`config.mk`:
```
export PLATFORM = sky130hd
export DESIGN_NAME = io_port_bank
export DESIGN_NICKNAME = d
export VERILOG_FILES = /design/src/io_bank_pkg.sv /design/src/pin_cell.sv /design/src/io_port_bank.sv
export SDC_FILE = /design/constraint.sdc
export NUM_CORES = 1
export LEC_CHECK = 0
export CAP_MARGIN = 20
export CORE_AREA = 3 3 152 154
export DETAILED_ROUTE_END_ITERATION = 8
export DIE_AREA = 0 0 155 157
export DONT_BUFFER_PORTS = 1
export PLACE_DENSITY = 0.61
export SYNTH_ARGS = -nofsm -noshare
export SYNTH_HDL_FRONTEND = slang
export SYNTH_SLANG_ARGS = --single-unit
```
`constraint.sdc`:
```
create_clock -name pclk -period 2.2 [get_ports pclk]
set_clock_uncertainty 0.15 [all_clocks]
set_input_delay 0.11 -clock pclk [delete_from_list [all_inputs] [get_ports pclk]]
set_output_delay 0.11 -clock pclk [all_outputs]
set_load 0.01 [all_outputs]
```
`src/io_bank_pkg.sv`:
```
// Package holding register offsets, port indices and reset values of the I/O port bank.
package io_bank_pkg;

    // ----------------------------------------
    // Register map
    // ----------------------------------------
    // Each port takes a four-word slot: setup, output value, pin levels, one unused word.
    localparam logic [7:0] port_stride = 8'h10;
    localparam logic [7:0] setup_offset = 8'h00;
    localparam logic [7:0] value_offset = 8'h04;
    localparam logic [7:0] levels_offset = 8'h08;
    // Option register holding the fuse-like options of the bank.
    localparam logic [7:0] option_offset = 8'h40;
    // Status register showing the low-power request state.
    localparam logic [7:0] power_offset = 8'h44;

    // ----------------------------------------
    // Port indices
    // ----------------------------------------
    localparam int port_count = 4;
    localparam logic [1:0] port_wake = 2'h0;
    localparam logic [1:0] port_system = 2'h1;
    localparam logic [1:0] port_cmp = 2'h2;
    localparam logic [1:0] port_aux = 2'h3;

    // ----------------------------------------
    // Field positions
    // ----------------------------------------
    localparam int sys_alarm_bit = 1;
    localparam int sys_idle_bit = 6;
    localparam int sys_halt_bit = 7;
    localparam int opt_supervisor_bit = 0;
    localparam int opt_clk_lsb = 1;
    localparam int pwr_halt_bit = 0;
    localparam int pwr_idle_bit = 1;

    // ----------------------------------------
    // Clock options and reset values
    // ----------------------------------------
    localparam logic [1:0] clk_crystal = 2'h0;
    localparam logic [1:0] clk_rc = 2'h1;
    localparam logic [1:0] clk_external = 2'h2;
    localparam logic [7:0] reg_reset = 8'h00;
    localparam logic [2:0] option_reset = 3'h0;

endpackage

```
`src/pin_cell.sv`:
```
// Single pin cell deciding drive, enable and weak pull-up from setup and value bits.
`timescale 1ns/1ps
`default_nettype none

module pin_cell (
    input wire logic setup_bit,
    input wire logic value_bit,
    output logic drive_out,
    output logic drive_oe,
    output logic pull_up
);

    // Setup selects drive, value selects level or pull-up when not driving.
    always_comb begin
        drive_oe = setup_bit;
        drive_out = value_bit;
        pull_up = !setup_bit && value_bit;
    end

endmodule

`default_nettype wire

```
`src/io_port_bank.sv`:
```
// Four-port bidirectional I/O bank with APB register access.
`timescale 1ns/1ps
`default_nettype none

module io_port_bank (
    input wire logic pclk,
    input wire logic presetn,
    input wire logic psel,
    input wire logic penable,
    input wire logic pwrite,
    input wire logic [7:0] paddr,
    input wire logic [31:0] pwdata,
    output logic [31:0] prdata,
    output logic pready,
    output logic pslverr,
    input wire logic [31:0] pin_in,
    output logic [31:0] pin_out,
    output logic [31:0] pin_oe,
    output logic [31:0] pin_pull_up,
    input wire logic crystal_clock,
    input wire logic supervisor_alarm,
    input wire logic wake_ack,
    output logic halt_req,
    output logic idle_req,
    output logic alt_serial_phase,
    output logic restart_delay_enable,
    output logic halt_wake,
    output logic [7:0] wakeup_sources,
    output logic [3:0] timer_pins_23,
    output logic [2:0] uart_pins,
    output logic [5:0] comparator_pins,
    output logic [5:0] system_alt_pins
);

    // ----------------------------------------
    // Registers and decode
    // ----------------------------------------
    logic [7:0] setup_r [io_bank_pkg::port_count];
    logic [7:0] value_r [io_bank_pkg::port_count];
    logic [2:0] option_r;
    logic [31:0] sync1_r;
    logic [31:0] sync2_r;
    logic g7_prev_r;
    logic [31:0] pin_out_nxt;
    logic [31:0] pin_oe_nxt;
    logic [31:0] pin_pull_nxt;
    logic access;
    logic [1:0] sel_port;
    logic [7:0] sel_off;
    logic in_ports;
    logic supervisor_on;
    logic crystal_mode;
    logic g7_level;

    // Returns true when the address hits a valid word of the map.
    function automatic logic addr_mapped(input logic [7:0] a);
        logic hit;
        hit = 1'b0;
        if (a < io_bank_pkg::option_offset) begin
            hit = (a[3:0] == io_bank_pkg::setup_offset[3:0]) ||
                  (a[3:0] == io_bank_pkg::value_offset[3:0]) ||
                  (a[3:0] == io_bank_pkg::levels_offset[3:0]);
        end else begin
            hit = (a == io_bank_pkg::option_offset) || (a == io_bank_pkg::power_offset);
        end
        return hit;
    endfunction

    assign access = psel && penable;
    assign sel_port = paddr[5:4];
    assign sel_off = {4'h0, paddr[3:0]};
    assign in_ports = paddr < io_bank_pkg::option_offset;
    assign supervisor_on = option_r[io_bank_pkg::opt_supervisor_bit];
    assign crystal_mode = option_r[io_bank_pkg::opt_clk_lsb +: 2] == io_bank_pkg::clk_crystal;
    assign g7_level = sync2_r[8 + io_bank_pkg::sys_halt_bit];

    // ----------------------------------------
    // Register writes
    // ----------------------------------------
    // Setup and value registers per port, written on the access phase.
    always_ff @(posedge pclk or negedge presetn) begin
        if (!presetn) begin
            for (int i = 0; i < io_bank_pkg::port_count; i++) begin
                setup_r[i] <= io_bank_pkg::reg_reset;
                value_r[i] <= io_bank_pkg::reg_reset;
            end
        end else if (access && pwrite && in_ports) begin
            if (sel_off == io_bank_pkg::setup_offset) begin
                setup_r[sel_port] <= pwdata[7:0];
            end else if (sel_off == io_bank_pkg::value_offset) begin
                value_r[sel_port] <= pwdata[7:0];
            end
        end
    end

    // Option register: supervisor enable and clock option.
    always_ff @(posedge pclk or negedge presetn) begin
        if (!presetn) begin
            option_r <= io_bank_pkg::option_reset;
        end else if (access && pwrite && paddr == io_bank_pkg::option_offset) begin
            option_r <= pwdata[2:0];
        end
    end

    // ----------------------------------------
    // Low-power requests
    // ----------------------------------------
    // A one written to value bit 7 or 6 raises halt or idle; idle stands until the power
    // controller acknowledges a wake, halt until that or, outside crystal mode, a wake edge on the bit 7 pin.
    always_ff @(posedge pclk or negedge presetn) begin
        if (!presetn) begin
            halt_req <= 1'b0;
            idle_req <= 1'b0;
        end else begin
            if (access && pwrite && paddr == io_bank_pkg::port_stride + io_bank_pkg::value_offset
                && pwdata[io_bank_pkg::sys_halt_bit]) begin
                halt_req <= 1'b1;
            end else if (wake_ack || halt_wake) begin
                halt_req <= 1'b0;
            end
            if (access && pwrite && paddr == io_bank_pkg::port_stride + io_bank_pkg::value_offset
                && pwdata[io_bank_pkg::sys_idle_bit]) begin
                idle_req <= 1'b1;
            end else if (wake_ack) begin
                idle_req <= 1'b0;
            end
        end
    end

    // Serial phase follows system setup bit 6; restart delay follows setup bit 7 under the R/C clock option only.
    always_ff @(posedge pclk or negedge presetn) begin
        if (!presetn) begin
            alt_serial_phase <= 1'b0;
            restart_delay_enable <= 1'b0;
        end else begin
            alt_serial_phase <= setup_r[io_bank_pkg::port_system][io_bank_pkg::sys_idle_bit];
            restart_delay_enable <= setup_r[io_bank_pkg::port_system][io_bank_pkg::sys_halt_bit]
                && option_r[io_bank_pkg::opt_clk_lsb +: 2] == io_bank_pkg::clk_rc;
        end
    end

    // ----------------------------------------
    // Pin synchroniser and wake detect
    // ----------------------------------------
    // Two stages guard against metastable pin levels.
    always_ff @(posedge pclk or negedge presetn) begin
        if (!presetn) begin
            sync1_r <= 32'h0000_0000;
            sync2_r <= 32'h0000_0000;
            g7_prev_r <= 1'b0;
        end else begin
            sync1_r <= pin_in;
            sync2_r <= sync1_r;
            g7_prev_r <= g7_level;
        end
    end

    // Rising edge on the system bit 7 pin ends halt outside crystal mode.
    always_ff @(posedge pclk or negedge presetn) begin
        if (!presetn) begin
            halt_wake <= 1'b0;
        end else begin
            halt_wake <= !crystal_mode && halt_req && g7_level && !g7_prev_r;
        end
    end

    // ----------------------------------------
    // Pin cells
    // ----------------------------------------
    genvar gp, gb;
    generate
        for (gp = 0; gp < io_bank_pkg::port_count; gp++) begin : g_port
            for (gb = 0; gb < 8; gb++) begin : g_bit
                pin_cell u_cell (
                    .setup_bit(setup_r[gp][gb]),
                    .value_bit(value_r[gp][gb]),
                    .drive_out(pin_out_nxt[gp*8+gb]),
                    .drive_oe(pin_oe_nxt[gp*8+gb]),
                    .pull_up(pin_pull_nxt[gp*8+gb])
                );
            end
        end
    endgenerate

    // Pin drivers with the system port overrides applied on top.
    always_ff @(posedge pclk or negedge presetn) begin
        if (!presetn) begin
            pin_out <= 32'h0000_0000;
            pin_oe <= 32'h0000_0000;
            pin_pull_up <= 32'h0000_0000;
        end else begin
            pin_out <= pin_out_nxt;
            pin_oe <= pin_oe_nxt;
            pin_pull_up <= pin_pull_nxt;
            if (supervisor_on) begin
                pin_out[8 + io_bank_pkg::sys_alarm_bit] <= 1'b0;
                // The pin is pulled low only while the alarm stands, else the pull-up holds it.
                pin_oe[8 + io_bank_pkg::sys_alarm_bit] <= supervisor_alarm;
                pin_pull_up[8 + io_bank_pkg::sys_alarm_bit] <= 1'b1;
            end
            pin_out[8 + io_bank_pkg::sys_idle_bit] <= 1'b0;
            pin_oe[8 + io_bank_pkg::sys_idle_bit] <= 1'b0;
            pin_pull_up[8 + io_bank_pkg::sys_idle_bit] <= 1'b0;
            pin_out[8 + io_bank_pkg::sys_halt_bit] <= crystal_mode && crystal_clock;
            pin_oe[8 + io_bank_pkg::sys_halt_bit] <= crystal_mode;
            pin_pull_up[8 + io_bank_pkg::sys_halt_bit] <= 1'b0;
        end
    end

    // ----------------------------------------
    // Alternate function taps
    // ----------------------------------------
    // Synchronised pin levels are handed to the peripherals.
    always_ff @(posedge pclk or negedge presetn) begin
        if (!presetn) begin
            wakeup_sources <= 8'h00;
            timer_pins_23 <= 4'h0;
            uart_pins <= 3'h0;
            comparator_pins <= 6'h00;
            system_alt_pins <= 6'h00;
        end else begin
            wakeup_sources <= sync2_r[7:0];
            timer_pins_23 <= sync2_r[7:4];
            uart_pins <= sync2_r[3:1];
            comparator_pins <= sync2_r[22:17];
            system_alt_pins <= {sync2_r[14:12], sync2_r[11:10], sync2_r[8]};
        end
    end

    // ----------------------------------------
    // APB read path
    // ----------------------------------------
    // Read data and error are registered in the setup cycle so that the
    // access phase completes with zero wait states.
    always_ff @(posedge pclk or negedge presetn) begin
        if (!presetn) begin
            prdata <= 32'h0000_0000;
            pslverr <= 1'b0;
            pready <= 1'b0;
        end else begin
            pready <= psel && !penable;
            pslverr <= psel && !penable && !addr_mapped(paddr);
            prdata <= 32'h0000_0000;
            if (psel && !penable && !pwrite) begin
                if (in_ports && sel_off == io_bank_pkg::setup_offset) begin
                    prdata <= {24'h00_0000, setup_r[sel_port]};
                end else if (in_ports && sel_off == io_bank_pkg::value_offset) begin
                    prdata <= {24'h00_0000, value_r[sel_port]};
                    if (sel_port == io_bank_pkg::port_system) begin
                        prdata <= {24'h00_0000, 2'b00, value_r[sel_port][5:0]};
                    end
                end else if (in_ports && sel_off == io_bank_pkg::levels_offset) begin
                    // Unbonded pins are read as whatever the input shows.
                    prdata <= {24'h00_0000, sync2_r[sel_port*8 +: 8]};
                end else if (paddr == io_bank_pkg::option_offset) begin
                    prdata <= {29'h0000_0000, option_r};
                end else if (paddr == io_bank_pkg::power_offset) begin
                    prdata <= {30'h0000_0000, idle_req, halt_req};
                end
            end
        end
    end
endmodule

`default_nettype wire

```
Word level (Yosys, flattened, before mapping)
Cells that the tools add are included.
{"block": "totals", "output_inout_bits": 162, "inputBits": 80, "elab_cells": 161, "reg_bits": 290}
{"block": "op_classes", "n_lt_le_gt_ge": 3, "reduce_logical": 95, "n_eq_ne": 7, "n_mux": 25, "n_shift": 1, "n_bitwise": 2}
{"cell": "32-bit two-way mux", "n": 3}
{"cell": "32-bit bitwise mux", "n": 2}
{"cell": "8-bit two-way mux", "n": 7}
{"cell": "1-bit logical AND", "n": 49}
{"cell": "1-bit logical NOT", "n": 35}
{"cell": "8-bit binary-select mux with 2-bit select", "n": 2}
{"cell": "32-bit by 6-bit indexed part select with 8-bit output", "n": 1}
{"cell": "8-bit demux with 2-bit select", "n": 1}
{"cell": "8-bit by 7-bit equality test with 1-bit output, second input constant", "n": 2}
{"cell": "8-bit by 5-bit equality test with 1-bit output, second input constant", "n": 1}
{"cell": "8-bit logical NOT", "n": 1}
{"cell": "8-bit by 7-bit less-than comparator with 1-bit output, second input constant", "n": 1}
{"cell": "1-bit two-way mux", "n": 8}
{"cell": "2-bit by 1-bit equality test with 1-bit output, second input constant", "n": 2}
{"cell": "4-bit by 3-bit equality test with 1-bit output, second input constant", "n": 1}
{"cell": "4-bit equality test, second input constant", "n": 1}
{"cell": "4-bit logical NOT", "n": 1}
{"cell": "1-bit logical OR", "n": 4}
{"cell": "2-bit nonzero test", "n": 2}
{"cell": "3-bit greater-or-equal comparator, second input constant", "n": 1}
{"cell": "3-bit by 1-bit less-than comparator with 1-bit output, second input constant", "n": 1}
{"cell": "3-bit two-way mux", "n": 1}
{"cell": "2-bit inverter with 3-bit output", "n": 1}
{"cell": "3-bit AND reduction", "n": 1}
{"cell": "4 further kinds", "n": 4}

Longest topological paths before layout
{"block": "depth", "depth_word": 8, "depth_mapped": 7}

By module
From an unflattened synthesis, not the netlist that was laid out.
{"block": "unflattened", "cells_unflattened": 569, "area_unflattened_um2": 9422.8}
{"module": "io_port_bank", "seq_area_each_um2": 6431.2, "cells_per_inst": 479, "n_inst": 1, "area_per_inst_um2": 8559.5}
{"module": "pin_cell", "seq_area_each_um2": 0.0, "cells_per_inst": 3, "n_inst": 30, "area_per_inst_um2": 28.8}

Least setup slack after synthesis
Ideal clock, no wire load.
{"block": "synth_timing", "path_type": "input to register", "start": "input port paddr[2]", "end": "register value_r[24] (netlist name)", "slack_ps": 392, "arrival_time_ps": 1533, "cell_stages": 5, "required_time_ps": 1925, "path_cell_list": "buf_4 -> nor2b_1 -> nand2_1 -> nor4_4 -> mux2_2"}
{"block": "synth_via", "elab_chain_len": 3, "elab_cells_between_ends": 6, "classes_between": "order compare: 1; eq/ne: 1; bitwise: 1; reduce/logical: 3"}
{"item": "from (decl)", "line_no": "io_port_bank.sv:11", "text": "input wire logic [7:0] paddr,"}
{"item": "8-bit by 7-bit less-than comparator with 1-bit output or 8-bit logical NOT (tied branches)", "line_no": "io_port_bank.sv:72, io_port_bank.sv:88"}
{"item": "1-bit logical AND or 1-bit inverter (tied branches)"}
{"item": "3-bit AND reduction (no line) *"}
{"item": "to (signal, indexed assignment)", "line_no": "io_port_bank.sv:85", "text": "value_r[i] <= io_bank_pkg::reg_reset;"}
{"item": "to (signal, indexed assignment)", "line_no": "io_port_bank.sv:91", "text": "value_r[sel_port] <= pwdata[7:0];"}
{"item": "to (decl)", "line_no": "io_port_bank.sv:39", "text": "logic [7:0] value_r [io_bank_pkg::port_count];"}
Mark *: on every way between the ends. The rest lies on a longest branch, timed or not.
A chain may end at the register's enable or synchronous reset.

Final worst setup path
{"block": "layout_timing", "start": "input port paddr[3]", "end": "register option_r[2]"}
{"block": "layout_via", "elab_chain_len": 2}
{"item": "8-bit by 7-bit equality test with 1-bit output", "line_no": "io_port_bank.sv:100", "text": "end else if (access && pwrite && paddr == io_bank_pkg::option_offset) begin"}
{"item": "1-bit logical AND", "line_no": "io_port_bank.sv:100"}
{"item": "to (signal assigned)", "line_no": "io_port_bank.sv:99", "text": "option_r <= io_bank_pkg::option_reset;"}
{"item": "to (signal assigned)", "line_no": "io_port_bank.sv:101", "text": "option_r <= pwdata[2:0];"}
{"item": "to (decl)", "line_no": "io_port_bank.sv:40", "text": "logic [2:0] option_r;"}
No other way between the ends.

==> flow_summary.yaml <==
pwr:
  ir_drop_mv: 0.8924
  p_leak_nw: 5.301
  powerDensity_mw_per_mm2: 891.1
synthesis:
  synth.avg_cell_area_sq_um: 17.19
  ys.flop_type: "dfrtp_1"
  syn_inst: 509
  synth_top_area_share_pct: 73.51
  async_flop_share_pct: 100.0
  synth_edf_count: 0
  yosysWarningCount: 0
  yosysSeqAreaShare_pct: 73.51
  yosysTopAreaCell: "dfrtp_1"
  synth_cell_types: 36
  synth-seq-cells: 257
  syn_area_sq_mm: 0.008748
  yosysMostFrequentCell: "dfrtp_1"
  synthTopCellsByArea: "dfrtp_1 74%, mux2_2 8.4%, mux4_2 5.7%"
  ys_top_cells_by_count: "257 x dfrtp_1, 65 x mux2_2, 36 x buf_4"
detailed_routing:
  drc: 0
  detail_route.vias_per_cell: 4.959
  ant_nets: 0
  drtPass1Iterations: 4
  wl_per_cell_um: 21.65
  num_vias: 4706
  first_iter_violations: 212
  drt-total-wl_um: 20550
setup_path:
  worstPathMaxFanout: 8
  worst-path-buf-inv: 2
  cpMostUsedCell: "dlygate4sd3_1"
  start_kind: "input port"
  path_cells: "dlygate4sd3_1 > or4b_4 > nor3_2 > dlygate4sd3_1 > nand2_1 > mux2_2"
  worstPathRequired_ns: 2.46
  cp_slowest_stage_delay_ns: 0.59
  critical_path_class: "in2reg"
  cp-end-kind: "flop"
  cp.arrival_ns: 2.38
  slowest_stage: "dlygate4sd3_1"
  cp_top_family: "buffers and inverters"
run_status:
  violations: "negative hold slack"
  status: "finished, violations left"
clock_network:
  holdBufCountCts: 111
  clock_sinks: 257
  cts_tree: "built"
  htreeDepth: 1
  cts_made_buffers: 27
  clkLatencyLatePin_ns: 0.52
  clkTransAtPathRegs_ns: 0.06
  clockBufferDepth: 3
  cts_root_buffer: "clkbuf_16"
grt:
  use_met3_pct: 4.454
  grt_max_degree: 258
  antenna_found_initial: 1
  grt_use_met2_pct: 29.14
  grt.overflow.total: 0
  grt.met1_usage_pct: 20.49
  busiest_layer: "met2"
  grt_pass1_vias: 5049
  grt_usage_pct: 16.75
  grt_pass1_wl_um: 30910
floorplanning:
  core_area_sq_mm: 0.02182
  ios: 242
  rows: 54
  dieHeight_um: 157
  die_x_um: 155
  fp.dieArea_sq_mm: 0.02434
  start_util_pct: 40.09
min_path:
  hp-class: "in2async"
sta:
  post-route-period-util_pct: 96.22
  period_minus_slack_ns: 2.117
  hold_viol: 257
  max_clock_freq_ghz: 0.4724
  rsz0062_at_grt: "false"
  setup_ws_ns: 0.08315
  hold_ws_ns: -0.8668
  drv_slew: 0
  tns_ns: 0
  final-setup-viol-count: 0
cells_and_area:
  diodes: 0
  fin_area_sq_mm: 0.01107
  fin_nets: 729
  drive_gt1_share_pct: 24.22
  syn2layout_area_growth_pct: 26.57
  utilization_pct: 50.74
  fillers: 1744
place:
  port_buffers: 0
  post_dp_cell_area_sq_mm: 0.009019
  place_congestion: 0.8028
  pre_cts_slack_ns: 0.2785
  dp_hpwl_um: 12690
flow_run:
  drv_cap: 0
-- registers in the layout, indices dropped and copies added (netlist names), 3 cells and up --
| register | count |
|---|---|
| timer_pins_23 | 4 |
| comparator_pins | 6 |
| prdata | 8 |
| option_r | 3 |
| pin_out | 31 |
| setup_r | 32 |
| sync2_r | 32 |
| sync1_r | 32 |
| system_alt_pins | 6 |
| pin_pull_up | 30 |
| pin_oe | 31 |
| value_r | 30 |
-- cells in the final DEF (no fill, tap or decap), drive strengths merged, types with 2 or more instances in the layout --
cell | Yosys | layout
dfrtp | 257 | 257
dlygate4sd3 | 0 | 109
mux2 | 65 | 65
clkbuf | 3 | 37
nor2b | 32 | 32
conb | 1 | 28
mux4 | 22 | 22
buf | 42 | 20
nand2 | 16 | 16
o21ai | 9 | 9
nor2 | 9 | 9
a21oi | 9 | 9
inv | 4 | 6
nand3 | 5 | 5
a22oi | 5 | 5
nor4 | 5 | 5
nor3 | 5 | 5
mux2i | 4 | 4
clkinvlp | 0 | 4
bufinv | 0 | 3
nand4 | 3 | 3
clkinv | 0 | 3
nand2b | 2 | 2
o22ai | 2 | 2
-- power by group --
part / leakage [nW] / internal [mW] / total (mW) / switching [mW]
sequential: 3.38 / 4.85 / 4.95 / 0.0959
clock: 0.434 / 2.76 / 4.57 / 1.81
combinational: 1.49 / 0.193 / 0.345 / 0.152
-- cell type report --
type	count	area [sq um]	share of cell area [%]
Timing Repair Buffer	129	1274	11.50
Multi-Input combinational cell	230	2091	18.88
Tap cell	280	350.3	3.164
Sequential cell	257	6431	58.08
Clock buffer	37	753.2	6.802
Inverter	4	15.01	0.1356
Clock inverter	12	158.9	1.435
-- metal layers --
| metal | share of wire, % | up-vias |
|---|---|---|
| met2 | 51 | 199 |
| met3 | 8.1 | 48 |
| met5 | 0.063 | - |
| li1 | - | 1985 |
| met4 | 3.3 | 2 |
| met1 | 37 | 2472 |
-- path summary, 6_finish.rpt --
| path | slack (ns) | cells after the start | end | startpoint |
|---|---|---|---|---|
| setup / recovery | 0.08 | 6 | option_r[2]$_DFFE_PN0P_ | paddr[3] |
| hold / removal | -0.87 | 0 | sync1_r[20]$_DFF_PN0_ | presetn |
| setup reg to reg | 0.16 | 4 | prdata[5]$_DFF_PN0_ | sync2_r[21]$_DFF_PN0_ |
| hold reg to reg | 0.19 | 0 | sync2_r[11]$_DFF_PN0_ | sync1_r[11]$_DFF_PN0_ |
| max in group asynchronous | 2.44 | 0 | pin_out[31]$_DFF_PN0_ | presetn |
| min in group pclk | 0.02 | 3 | prdata[0]$_DFF_PN0_ | paddr[4] |
-- per-stage QoR --
stage	power, mW	instances
final	9.867	949
after global routing	10.21	949
after CTS	9.960	949
after detailed placement	5.185	789
after global placement	5.178	789
after floorplan	5.200	536
-- cells by family after synthesis --
kind of cell           Yosys count  share of synthesized area [%]
buffers and inverters           49                          3.790
AOI/OAI and AO/OA               28                          1.902
DFF                            257                          73.51
muxes                           91                          14.49
and+or+nand+nor                 83                          6.264
other                            1                        0.04287
-- what timing repair did --
item                       4_1_cts  5_1_grt
setup endpoints to repair        0        3
hold endpoints to repair       368      257
buffers inserted                 0        0
gates resized for setup          0        1
(Power assumes the default switching activity.)
